$ cat src/verilog/fcps_out_stage.sv
`timescale 1ns/10ps
package fcps_pkg;
  // bus widths
  localparam int AXI_AW = 12;
  localparam int AXI_DW = 32;
  // register indices, byte address is four times the index
  localparam logic [9:0] IDX_TIMING_CTL = 10'h001;
  localparam logic [9:0] IDX_STATUS = 10'h002;
  // control register layout
  localparam int CTL_W = 16;
  localparam logic [CTL_W-1:0] CTL_RESET = 16'h0000;
  localparam logic [CTL_W-1:0] CTL_WMASK = 16'h0ff0;
  localparam int BIT_IN_FP = 10;
  localparam int BIT_CK_C = 9;
  localparam int BIT_FP_C = 8;
  localparam int BIT_CK_B = 7;
  localparam int BIT_FP_B = 6;
  localparam int BIT_CK_A = 5;
  localparam int BIT_FP_A = 4;
  // status register layout
  localparam int STAT_CNT_W = 8;
  localparam int STAT_BIT_SEEN = 8;
  // axi responses
  localparam logic [1:0] RESP_OKAY = 2'h0;
  localparam logic [1:0] RESP_SLVERR = 2'h2;
  // timing: half period of the internal bit clock
  localparam int CLK_PERIOD_NS = 20;
  localparam int BIT_HALF_NS = 122;
  localparam int HALF_CYC = (BIT_HALF_NS / CLK_PERIOD_NS < 1) ? 1 : BIT_HALF_NS / CLK_PERIOD_NS;
  localparam int DIV_W = 4;
  localparam logic [DIV_W-1:0] DIV_LAST = DIV_W'(HALF_CYC - 1);
  // frame pulse lasts this many half periods
  localparam logic [1:0] PULSE_HALVES = 2'h2;
  // selector codes from the address decoder
  localparam logic [1:0] SEL_NONE = 2'h0;
  localparam logic [1:0] SEL_CTL = 2'h1;
  localparam logic [1:0] SEL_STAT = 2'h2;
endpackage : fcps_pkg

// one output pair: clock and frame pulse with their polarity applied
module fcps_out_stage (
  input wire logic clk_sys,
  input wire logic rst_sync_b,
  input wire logic base_clk,
  input wire logic pulse_act,
  input wire logic clk_pol,
  input wire logic pulse_pol,
  output logic clk_out,
  output logic pulse_out
);
  logic clk_nxt; // next output clock level
  logic pulse_nxt; // next output pulse level

  // base clock falls at the boundary, so inverting moves a rising edge there
  always_comb begin
    clk_nxt = base_clk ^ clk_pol;
    pulse_nxt = pulse_pol ? pulse_act : ~pulse_act;
  end

  // register the pins; idle pulse level is high until the first update
  always_ff @(posedge clk_sys or negedge rst_sync_b) begin
    if (!rst_sync_b) begin
      clk_out <= 1'b0;
      pulse_out <= 1'b1;
    end else begin
      clk_out <= clk_nxt;
      pulse_out <= pulse_nxt;
    end
  end
endmodule : fcps_out_stage

$ cat src/verilog/fcps_top.sv
`timescale 1ns/10ps
// Functional notes
// - bit 10 picks input frame pulse polarity
// - bit 9 aligns clock c edge to boundary
// - bit 5 aligns clock a edge to boundary
// - bit 4 picks frame pulse a polarity
// - bit 6 set gives positive pulse b
module fcps_top (
  input wire logic clk_sys,
  input wire logic rst_b,
  // axi4-lite slave
  input wire logic [fcps_pkg::AXI_AW-1:0] s_axi_awaddr,
  input wire logic s_axi_awvalid,
  output logic s_axi_awready,
  input wire logic [fcps_pkg::AXI_DW-1:0] s_axi_wdata,
  input wire logic [3:0] s_axi_wstrb,
  input wire logic s_axi_wvalid,
  output logic s_axi_wready,
  output logic [1:0] s_axi_bresp,
  output logic s_axi_bvalid,
  input wire logic s_axi_bready,
  input wire logic [fcps_pkg::AXI_AW-1:0] s_axi_araddr,
  input wire logic s_axi_arvalid,
  output logic s_axi_arready,
  output logic [fcps_pkg::AXI_DW-1:0] s_axi_rdata,
  output logic [1:0] s_axi_rresp,
  output logic s_axi_rvalid,
  input wire logic s_axi_rready,
  // serial bus timing
  input wire logic input_frame_pulse,
  output logic output_clock_a,
  output logic output_clock_b,
  output logic output_clock_c,
  output logic output_frame_pulse_a,
  output logic output_frame_pulse_b,
  output logic output_frame_pulse_c
);
  import fcps_pkg::*;

  // address decode shared by the read and write paths
  function automatic logic [1:0] reg_sel(input logic [AXI_AW-1:0] a);
    logic [1:0] s;
    s = SEL_NONE;
    if (a[AXI_AW-1:2] == IDX_TIMING_CTL) s = SEL_CTL;
    else if (a[AXI_AW-1:2] == IDX_STATUS) s = SEL_STAT;
    return s;
  endfunction : reg_sel

  // reset release through two flops
  logic rst_m_r; // first stage
  logic rst_sync_b; // released copy
  always_ff @(posedge clk_sys or negedge rst_b) begin
    if (!rst_b) begin
      rst_m_r <= 1'b0;
      rst_sync_b <= 1'b0;
    end else begin
      rst_m_r <= 1'b1;
      rst_sync_b <= rst_m_r;
    end
  end

  // ---------------- register bus state ----------------
  logic [CTL_W-1:0] cr_r, cr_nxt; // timing_polarity_control
  logic aw_h_r, aw_h_nxt; // write address held
  logic w_h_r, w_h_nxt; // write data held
  logic [AXI_AW-1:0] awaddr_r, awaddr_nxt;
  logic [AXI_DW-1:0] wdata_r, wdata_nxt;
  logic [3:0] wstrb_r, wstrb_nxt;
  logic awready_nxt, wready_nxt, bvalid_nxt, arready_nxt, rvalid_nxt;
  logic [1:0] bresp_nxt, rresp_nxt;
  logic [AXI_DW-1:0] rdata_nxt;
  logic [STAT_CNT_W-1:0] frame_cnt_r; // boundaries seen, wraps
  logic seen_r; // at least one boundary seen

  // bus next-state: take aw and w in either order, answer after both
  always_comb begin
    logic [CTL_W-1:0] wv;
    wv = '0;
    cr_nxt = cr_r;
    aw_h_nxt = aw_h_r;
    w_h_nxt = w_h_r;
    awaddr_nxt = awaddr_r;
    wdata_nxt = wdata_r;
    wstrb_nxt = wstrb_r;
    bvalid_nxt = s_axi_bvalid;
    bresp_nxt = s_axi_bresp;
    rvalid_nxt = s_axi_rvalid;
    rresp_nxt = s_axi_rresp;
    rdata_nxt = s_axi_rdata;
    // response taken
    if (s_axi_bvalid && s_axi_bready) bvalid_nxt = 1'b0;
    if (s_axi_rvalid && s_axi_rready) rvalid_nxt = 1'b0;
    // capture address and data
    if (s_axi_awvalid && s_axi_awready) begin
      aw_h_nxt = 1'b1;
      awaddr_nxt = s_axi_awaddr;
    end
    if (s_axi_wvalid && s_axi_wready) begin
      w_h_nxt = 1'b1;
      wdata_nxt = s_axi_wdata;
      wstrb_nxt = s_axi_wstrb;
    end
    // perform write once both halves are held
    if (aw_h_r && w_h_r && !s_axi_bvalid) begin
      aw_h_nxt = 1'b0;
      w_h_nxt = 1'b0;
      bvalid_nxt = 1'b1;
      if (reg_sel(awaddr_r) == SEL_CTL) begin
        wv = cr_r;
        if (wstrb_r[0]) wv[7:0] = wdata_r[7:0];
        if (wstrb_r[1]) wv[15:8] = wdata_r[15:8];
        cr_nxt = wv & CTL_WMASK; // bits 11 to 4 only (polarity bits and bit 11), rest read zero
        bresp_nxt = RESP_OKAY;
      end else if (reg_sel(awaddr_r) == SEL_STAT) begin
        bresp_nxt = RESP_OKAY; // status ignores writes
      end else begin
        bresp_nxt = RESP_SLVERR;
      end
    end
    // read: answer one cycle after the address is taken
    if (s_axi_arvalid && s_axi_arready) begin
      rvalid_nxt = 1'b1;
      rresp_nxt = RESP_OKAY;
      rdata_nxt = '0;
      case (reg_sel(s_axi_araddr))
        SEL_CTL: rdata_nxt[CTL_W-1:0] = cr_r;
        SEL_STAT: begin
          rdata_nxt[STAT_CNT_W-1:0] = frame_cnt_r;
          rdata_nxt[STAT_BIT_SEEN] = seen_r;
        end
        default: rresp_nxt = RESP_SLVERR;
      endcase
    end
    awready_nxt = !aw_h_nxt && !bvalid_nxt;
    wready_nxt = !w_h_nxt && !bvalid_nxt;
    arready_nxt = !rvalid_nxt;
  end

  // bus registers
  always_ff @(posedge clk_sys or negedge rst_sync_b) begin
    if (!rst_sync_b) begin
      cr_r <= CTL_RESET;
      aw_h_r <= 1'b0;
      w_h_r <= 1'b0;
      awaddr_r <= '0;
      wdata_r <= '0;
      wstrb_r <= '0;
      s_axi_awready <= 1'b0;
      s_axi_wready <= 1'b0;
      s_axi_bvalid <= 1'b0;
      s_axi_bresp <= RESP_OKAY;
      s_axi_arready <= 1'b0;
      s_axi_rvalid <= 1'b0;
      s_axi_rresp <= RESP_OKAY;
      s_axi_rdata <= '0;
    end else begin
      cr_r <= cr_nxt;
      aw_h_r <= aw_h_nxt;
      w_h_r <= w_h_nxt;
      awaddr_r <= awaddr_nxt;
      wdata_r <= wdata_nxt;
      wstrb_r <= wstrb_nxt;
      s_axi_awready <= awready_nxt;
      s_axi_wready <= wready_nxt;
      s_axi_bvalid <= bvalid_nxt;
      s_axi_bresp <= bresp_nxt;
      s_axi_arready <= arready_nxt;
      s_axi_rvalid <= rvalid_nxt;
      s_axi_rresp <= rresp_nxt;
      s_axi_rdata <= rdata_nxt;
    end
  end

  // ---------------- frame boundary and bit clock ----------------
  logic fp_prev_r, fp_prev_nxt; // last sampled input pulse
  logic boundary; // frame boundary this cycle
  logic [DIV_W-1:0] div_r, div_nxt; // half period divider
  logic base_r, base_nxt; // internal bit clock, falls at boundary
  logic pulse_r, pulse_nxt; // frame pulse active
  logic [1:0] phalf_r, phalf_nxt; // half periods left in pulse
  logic [STAT_CNT_W-1:0] frame_cnt_nxt;
  logic seen_nxt;
  logic half_tick; // one-cycle enable per half period
  logic edge_due_r, edge_due_nxt; // boundary seen last cycle, clock falls now

  // boundary is the edge into the active level chosen by software
  assign boundary = (input_frame_pulse == cr_r[BIT_IN_FP]) && (fp_prev_r != cr_r[BIT_IN_FP]);
  assign half_tick = (div_r == DIV_LAST);

  // timing next-state: boundary lifts the bit clock, the step after it falls and starts the pulse
  always_comb begin
    fp_prev_nxt = input_frame_pulse;
    edge_due_nxt = boundary;
    div_nxt = half_tick ? '0 : div_r + 1'b1;
    base_nxt = half_tick ? ~base_r : base_r;
    pulse_nxt = pulse_r;
    phalf_nxt = phalf_r;
    frame_cnt_nxt = frame_cnt_r;
    seen_nxt = seen_r;
    if (pulse_r && half_tick) begin
      phalf_nxt = phalf_r - 1'b1;
      if (phalf_r == 2'h1) pulse_nxt = 1'b0;
    end
    if (boundary) begin
      // lift first so the next step is a true falling edge; a boundary that
      // lands mid-phase therefore leaves one short clock phase
      div_nxt = '0;
      base_nxt = 1'b1;
      frame_cnt_nxt = frame_cnt_r + 1'b1;
      seen_nxt = 1'b1;
    end
    if (edge_due_r) begin
      div_nxt = '0;
      base_nxt = 1'b0;
      pulse_nxt = 1'b1;
      phalf_nxt = PULSE_HALVES;
    end
  end

  // timing registers; idle input level is the inactive one after reset
  always_ff @(posedge clk_sys or negedge rst_sync_b) begin
    if (!rst_sync_b) begin
      fp_prev_r <= 1'b1;
      edge_due_r <= 1'b0;
      div_r <= '0;
      base_r <= 1'b0;
      pulse_r <= 1'b0;
      phalf_r <= '0;
      frame_cnt_r <= '0;
      seen_r <= 1'b0;
    end else begin
      fp_prev_r <= fp_prev_nxt;
      edge_due_r <= edge_due_nxt;
      div_r <= div_nxt;
      base_r <= base_nxt;
      pulse_r <= pulse_nxt;
      phalf_r <= phalf_nxt;
      frame_cnt_r <= frame_cnt_nxt;
      seen_r <= seen_nxt;
    end
  end

  // ---------------- three output pairs ----------------
  logic [2:0] ck_pol, fp_pol, ck_o, fp_o;
  assign ck_pol = {cr_r[BIT_CK_C], cr_r[BIT_CK_B], cr_r[BIT_CK_A]};
  assign fp_pol = {cr_r[BIT_FP_C], cr_r[BIT_FP_B], cr_r[BIT_FP_A]};

  // one registered stage per pair
  for (genvar g = 0; g < 3; g++) begin : g_out
    fcps_out_stage u_stage (
      .clk_sys(clk_sys),
      .rst_sync_b(rst_sync_b),
      .base_clk(base_nxt),
      .pulse_act(pulse_nxt),
      .clk_pol(ck_pol[g]),
      .pulse_pol(fp_pol[g]),
      .clk_out(ck_o[g]),
      .pulse_out(fp_o[g])
    );
  end

  assign output_clock_a = ck_o[0];
  assign output_clock_b = ck_o[1];
  assign output_clock_c = ck_o[2];
  assign output_frame_pulse_a = fp_o[0];
  assign output_frame_pulse_b = fp_o[1];
  assign output_frame_pulse_c = fp_o[2];
endmodule : fcps_top

$ cat config.mk
export PLATFORM = sky130hd
export DESIGN_NAME = fcps_top
export DESIGN_NICKNAME = d
export VERILOG_FILES = /design/src/verilog/fcps_out_stage.sv /design/src/verilog/fcps_top.sv
export SDC_FILE = /design/constraint.sdc
export NUM_CORES = 1
export LEC_CHECK = 0
export BUFFER_PORTS_ARGS = -buffer_cell sky130_fd_sc_hd__buf_2
export CORE_ASPECT_RATIO = 1.25
export CORE_MARGIN = 4
export CORE_UTILIZATION = 53
export CTS_CLUSTER_SIZE = 12
export DETAILED_ROUTE_END_ITERATION = 8
export GPL_ROUTABILITY_DRIVEN = 0
export GPL_TIMING_DRIVEN = 0
export HOLD_SLACK_MARGIN = 0.05
export PLACE_DENSITY = 0.84
export SYNTH_ARGS = -nofsm -noshare
export SYNTH_HDL_FRONTEND = slang
export SYNTH_HIERARCHICAL = 1
export SYNTH_SLANG_ARGS = --single-unit
$ cat constraint.sdc
create_clock -name clk_sys -period 3.7 [get_ports clk_sys]
set_input_delay 0.74 -clock clk_sys [delete_from_list [all_inputs] [get_ports clk_sys]]
set_output_delay 0.74 -clock clk_sys [all_outputs]
set_load 0.05 [all_outputs]
== After elaboration in Yosys (flattened, before gate mapping) ==
Cells that the tools add are included.
Word-level totals
  register bits after elaboration: 88
  input bits: 68
  output and inout bits: 47
Operators by class
  add/sub/neg operators: 3
  eq/ne operators: 12
  mux-type cells: 35
  bitwise operators: 5
  reduce and logical (&&, ||, !) cells: 20
Operators with widths (number)
  $mux W2: 13
  $eq A10 B1 Y1 const B: 2
  $eq A10 B2 Y1 const B: 2
  $pmux W9 S2: 1
  $mux W1: 17
  $mux W4: 3
  $logic_and A1 B1 Y1: 11
  $add A8 B1 Y8 const B: 1
  $eq A2 B1 Y1 const B: 3
  $reduce_and A3 Y1: 2
  $logic_not A1 Y1: 5
  $add A4 B1 Y4 const B: 1
  $eq A2 B2 Y1 const B: 2
  $eq A4 B3 Y1 const B: 1
  $mux W3: 1
  $xor A1 B1 Y1: 3
  $not A1 Y1: 2
  $reduce_bool A2 Y1: 1
  $reduce_or A2 Y1: 1
  $sub A2 B1 Y2 const B: 1
  $eq A1 B1 Y1: 1
  $ne A1 B1 Y1: 1

== Depth between registers and ports, before layout ==
  word-level depth: 10
  depth in mapped cells: 7

== Hierarchy ==
The synthesis kept the hierarchy.
By module, submodules not included
  fcps_top: instances 1, cells an instance 224, area an instance 3025.4 sq um, seq. area each 1752.9 sq um
  fcps_out_stage: instances 3, cells an instance 4, area an instance 68.8 sq um, seq. area each 51.3 sq um

== Least setup slack after synthesis ==
Ideal clock, no wire load.
  path type: input-to-reg
  start point: input s_axi_araddr[5] in the netlist's numbering
  end point: register s_axi_rdata[4] in the netlist's numbering
  library setup time: 0.067 ns
  arrival time: 1.953 ns
  required time: 3.633 ns
  slack: 1.680 ns
  stages: 3
  cell sequence: or4_4 nor4_4 a221o_1
On the way
  cells in the longest elaborated chain, start to end: 6
  elaborated cells between the ends (all ways): 8
  classes of those cells: eq/ne: 4; mux: 4
Ends and longest elaborated chain
  from (decl): RTL line fcps_top.sv:22  | input wire logic [fcps_pkg::AXI_AW-1:0] s_axi_araddr,
  $eq A10 B2 Y1: RTL line fcps_top.sv:45  | else if (a[AXI_AW-1:2] == IDX_STATUS) s = SEL_STAT;
  $mux W2: RTL line fcps_top.sv:45
  $mux W2 *: RTL line fcps_top.sv:44  | if (a[AXI_AW-1:2] == IDX_TIMING_CTL) s = SEL_CTL;
  $mux W2 *: RTL line fcps_top.sv:121  | if (s_axi_arvalid && s_axi_arready) begin
  $eq A2 B2 Y1 or $eq A2 B1 Y1 (tied branches): RTL line fcps_top.sv:125  | case (reg_sel(s_axi_araddr))
  $pmux W9 S2 *: RTL line fcps_top.sv:125
  to (signal assigned): RTL line fcps_top.sv:170  | s_axi_rdata <= rdata_nxt;
  to (decl): RTL line fcps_top.sv:25  | output logic [fcps_pkg::AXI_DW-1:0] s_axi_rdata,
Mark *: on every way between the ends. The rest lies on a longest branch, timed or not. The select of a mux whose other input is x is not followed.
A chain may end at the register's enable or synchronous reset.

== Worst setup path after layout ==
Ends and elaborated chain as after synthesis.

==> summary.txt <==
Synth
  • Avg Inst Size Synth: 13.7 µm²
  • Synth top area cells: dfrtp_1 56%, mux2_2 10%, buf_4 5.3%
  • Netlist Area Pre-Place: around 3200 µm²
  • Distinct cells, synth: 38
  • Post-synth top cells: 72 x dfrtp_1, 29 x mux2_2, 23 x buf_4, 11 x xor2_1
  • Yosys warns: 6
  • Synth Flop Type: dfrtp_1
  • Post-synth top area share: a little under three fifths
  • Seq/Total Area, Yosys: between 50% and 60%
  • Asr flop ratio synth: between 90% and 100%
  • #FFs+latches synth: 76
  • Mapped Cells: about 240
  • EDFF count, synth: 0
  • Most common cell in the synthesized netlist: dfrtp_1
  • Leading area contributor after synthesis: dfrtp_1

Global routing
  • Largest net degree at the start of global routing: 75
  • Number of global-route vias before repair: between 2000 and 2500
  • Antenna violations before repair: 0
  • Gr ovfl total: 0
  • First-pass GRT wire length: 9580 µm
  • Grt met1 use: around 18%
  • Overall routing resource usage: 17.1%
  • Met3 Use GR: 6.81%
  • Layer with the highest usage: met2
  • Met2 global-route usage: 29.5%

CTS
  • Clock Tree Root: clkbuf_8
  • Post-cts sizing count: 0
  • Worst-path clk slew: approximately 0.080 ns
  • # hold bufs at CTS: 0
  • Clock sink count: 76
  • CTS Buf Count: 9
  • Max clock buf depth: 2
  • TritonCTS clock tree: built
  • Clock latency on the worst-skew pair: roughly 0.35 ns
  • Post-CTS Setup Bufs: 0
  • H-tree levels: 3

Final layout
  • Design Area, Final: between 3000 and 4000 µm²
  • Synth-to-Final Area Change: 22.0%
  • Nets: between 400 and 500
  • Layout cells sized above 1: between 40% and 50%
  • Antenna diodes: 0
  • Fillers: between 400 and 500

Place
  • Port Buffers: a little over 60
  • Detailed placement HPWL: 4290 µm
  • Cell Area, Placed: ~3700 µm²

Die
  • Die area: roughly 7400 µm²
  • Die height: 95.3 µm
  • Io pins: between 100 and 150
  • Die W: ~78 µm
  • Initial Utilization: 55.2%
  • Core Region: just under 6000 µm²
  • Rows: 31

Detailed routing
  • Post-DRT Antenna Nets: 0
  • Total wire length: 5930 µm
  • Vias: 2032
  • # DRC: 0
  • Vias per cell: between 4 and 5
  • Drt wl/cell: about 14 µm
  • TritonRoute pass-1 iters: 4
  • Drt initial violations: approximately 110

Timing
  • Fmax: 494 MHz
  • Final Skew: ~0.011 ns
  • Endpoints failing setup: 0
  • Final setup TNS: 0 ns
  • Max-slew headroom: 39.5%
  • Fin. max-slew vios: 0
  • Final min period: a little over 2 ns
  • Final hold vios: 0
  • RSZ-0062 raised after global routing: false
  • Slew @ Worst Pin: roughly 0.91 ns
  • Period utilisation layout: a little over half

Setup path
  • CP Data Required Time: a little under 4 ns
  • CP endpoint kind: register
  • Worst Path Arrival: around 2.3 ns
  • Worst-path maximum fanout: 10
  • Worst Path Class, Setup: in -> reg
  • Setup crit start kind: primary input

Status
  • Status: finished clean

Worst hold path
  • Class of the worst hold path: in -> async

Flow run
  • Max-cap violations: 0

Power
  • VDD IR max: 521 µV
  • Lkg Pwr: 0.00198 µW
  • Power Dens Cells: 629 nW/µm²
==> cells by family (layout without fill, tap and decap cells) <==
family | count (synthesis) | count (layout) | synth area share [%]
flip-flops | 76 | 76 | 59.0
AND/OR/NAND/NOR | 46 | 46 | 11.0
buffers and inverters | 34 | 112 | 6.62
multiplexers | 29 | 29 | 10.1
AO/OA/AOI/OAI | 27 | 27 | 6.66
XOR/XNOR | 18 | 18 | 4.88
adder cells (fa/ha/maj) | 4 | 4 | 1.55
other | 2 | 23 | 0.232
==> per-layer routing <==
metal	vias to the layer above	routed length, µm
li1	974	-
met1	980	2240
met2	71	3090
met3	7	496
met4	0	99
met5	-	0
==> sequential cells by signal (all words and copies together), names as in the netlist, 2 cells and up <==
register and flops:
wstrb_r 2, div_r 4, g_out.u_stage/pulse_out 3, awaddr_r 10, frame_cnt_r 8, wdata_r 8, phalf_r 2, g_out.u_stage/clk_out 3
s_axi_rdata 12, cr_r 8
==> placed cells by master (no fill, tap or decap), drive strengths merged, types with 2 or more instances in the layout <==
cell    synthesis  layout
buf            24      86
dfrtp          72      72
mux2           29      29
conb            2      23
clkbuf          4      13
xor2           11      11
and2            8       8
nor4            8       8
xnor2           7       7
a22o            7       7
nand2           6       6
inv             6       6
a221o           5       5
nand3b          4       4
nor3            4       4
a21oi           4       4
or4             4       4
ha              4       4
dfstp           4       4
clkinv          0       4
o21ai           3       3
nand3           3       3
o21a            2       2
nor2            2       2
or2b            2       2
a211oi          2       2
bufinv          0       2
==> worst paths after layout <==
| path | depth (start not counted) | to | slack, ns | start |
|---|---|---|---|---|
| max in group asynchronous | 0 | frame_cnt_r[7] | 2.64 | rst_sync_b |
| hold / removal | 1 | rst_sync_b | 0.17 | rst_b |
| hold reg to reg | 0 | rst_sync_b | 0.36 | rst_m_r |
| setup / recovery | 4 | s_axi_rdata[4] | 1.67 | s_axi_araddr[5] |
| min in group clk_sys | 0 | rst_sync_b | 0.36 | rst_m_r |
| setup reg to reg | 5 | g_out[2].u_stage/clk_out | 1.77 | fp_prev_r |
==> cell type report <==
type | count | area [µm²] | area share (%)
Sequential cell | 76 | 1910 | 48.5
Multi-Input combinational cell | 147 | 1190 | 30.2
Clock buffer | 9 | 124 | 3.14
Clock inverter | 7 | 91.3 | 2.32
Inverter | 6 | 22.5 | 0.571
Buffer | 28 | 191 | 4.86
Tap cell | 82 | 103 | 2.60
Timing Repair Buffer | 62 | 310 | 7.87
==> per-stage QoR <==
step	instances	hold slack, ns	setup WS (ns)	total power, µW	utilization (%)
floorplan	257	0.331	1.43	1680	-
global placement	401	0.336	0.719	1790	63.6
detailed placement	401	0.348	1.35	1830	63.6
CTS	417	0.151	1.68	2510	67.3
global route	417	0.146	1.64	2620	67.3
finish	417	0.171	1.67	2480	67.3
==> worst max-delay path: stages <==
cell	delay [ns]
buf_2	0.10
or4_4	0.57
nor4_4	0.62
a221o_1	0.27
==> power breakdown <==
group	switching [µW]	total, µW	leakage (µW)	internal (µW)
clock network	294	671	0.000109	377
registers	158	1200	0.000940	1040
logic	350	612	0.000934	262
total	802	2480	0.00198	1680
Note: power is estimated with default switching activity, not from simulation.
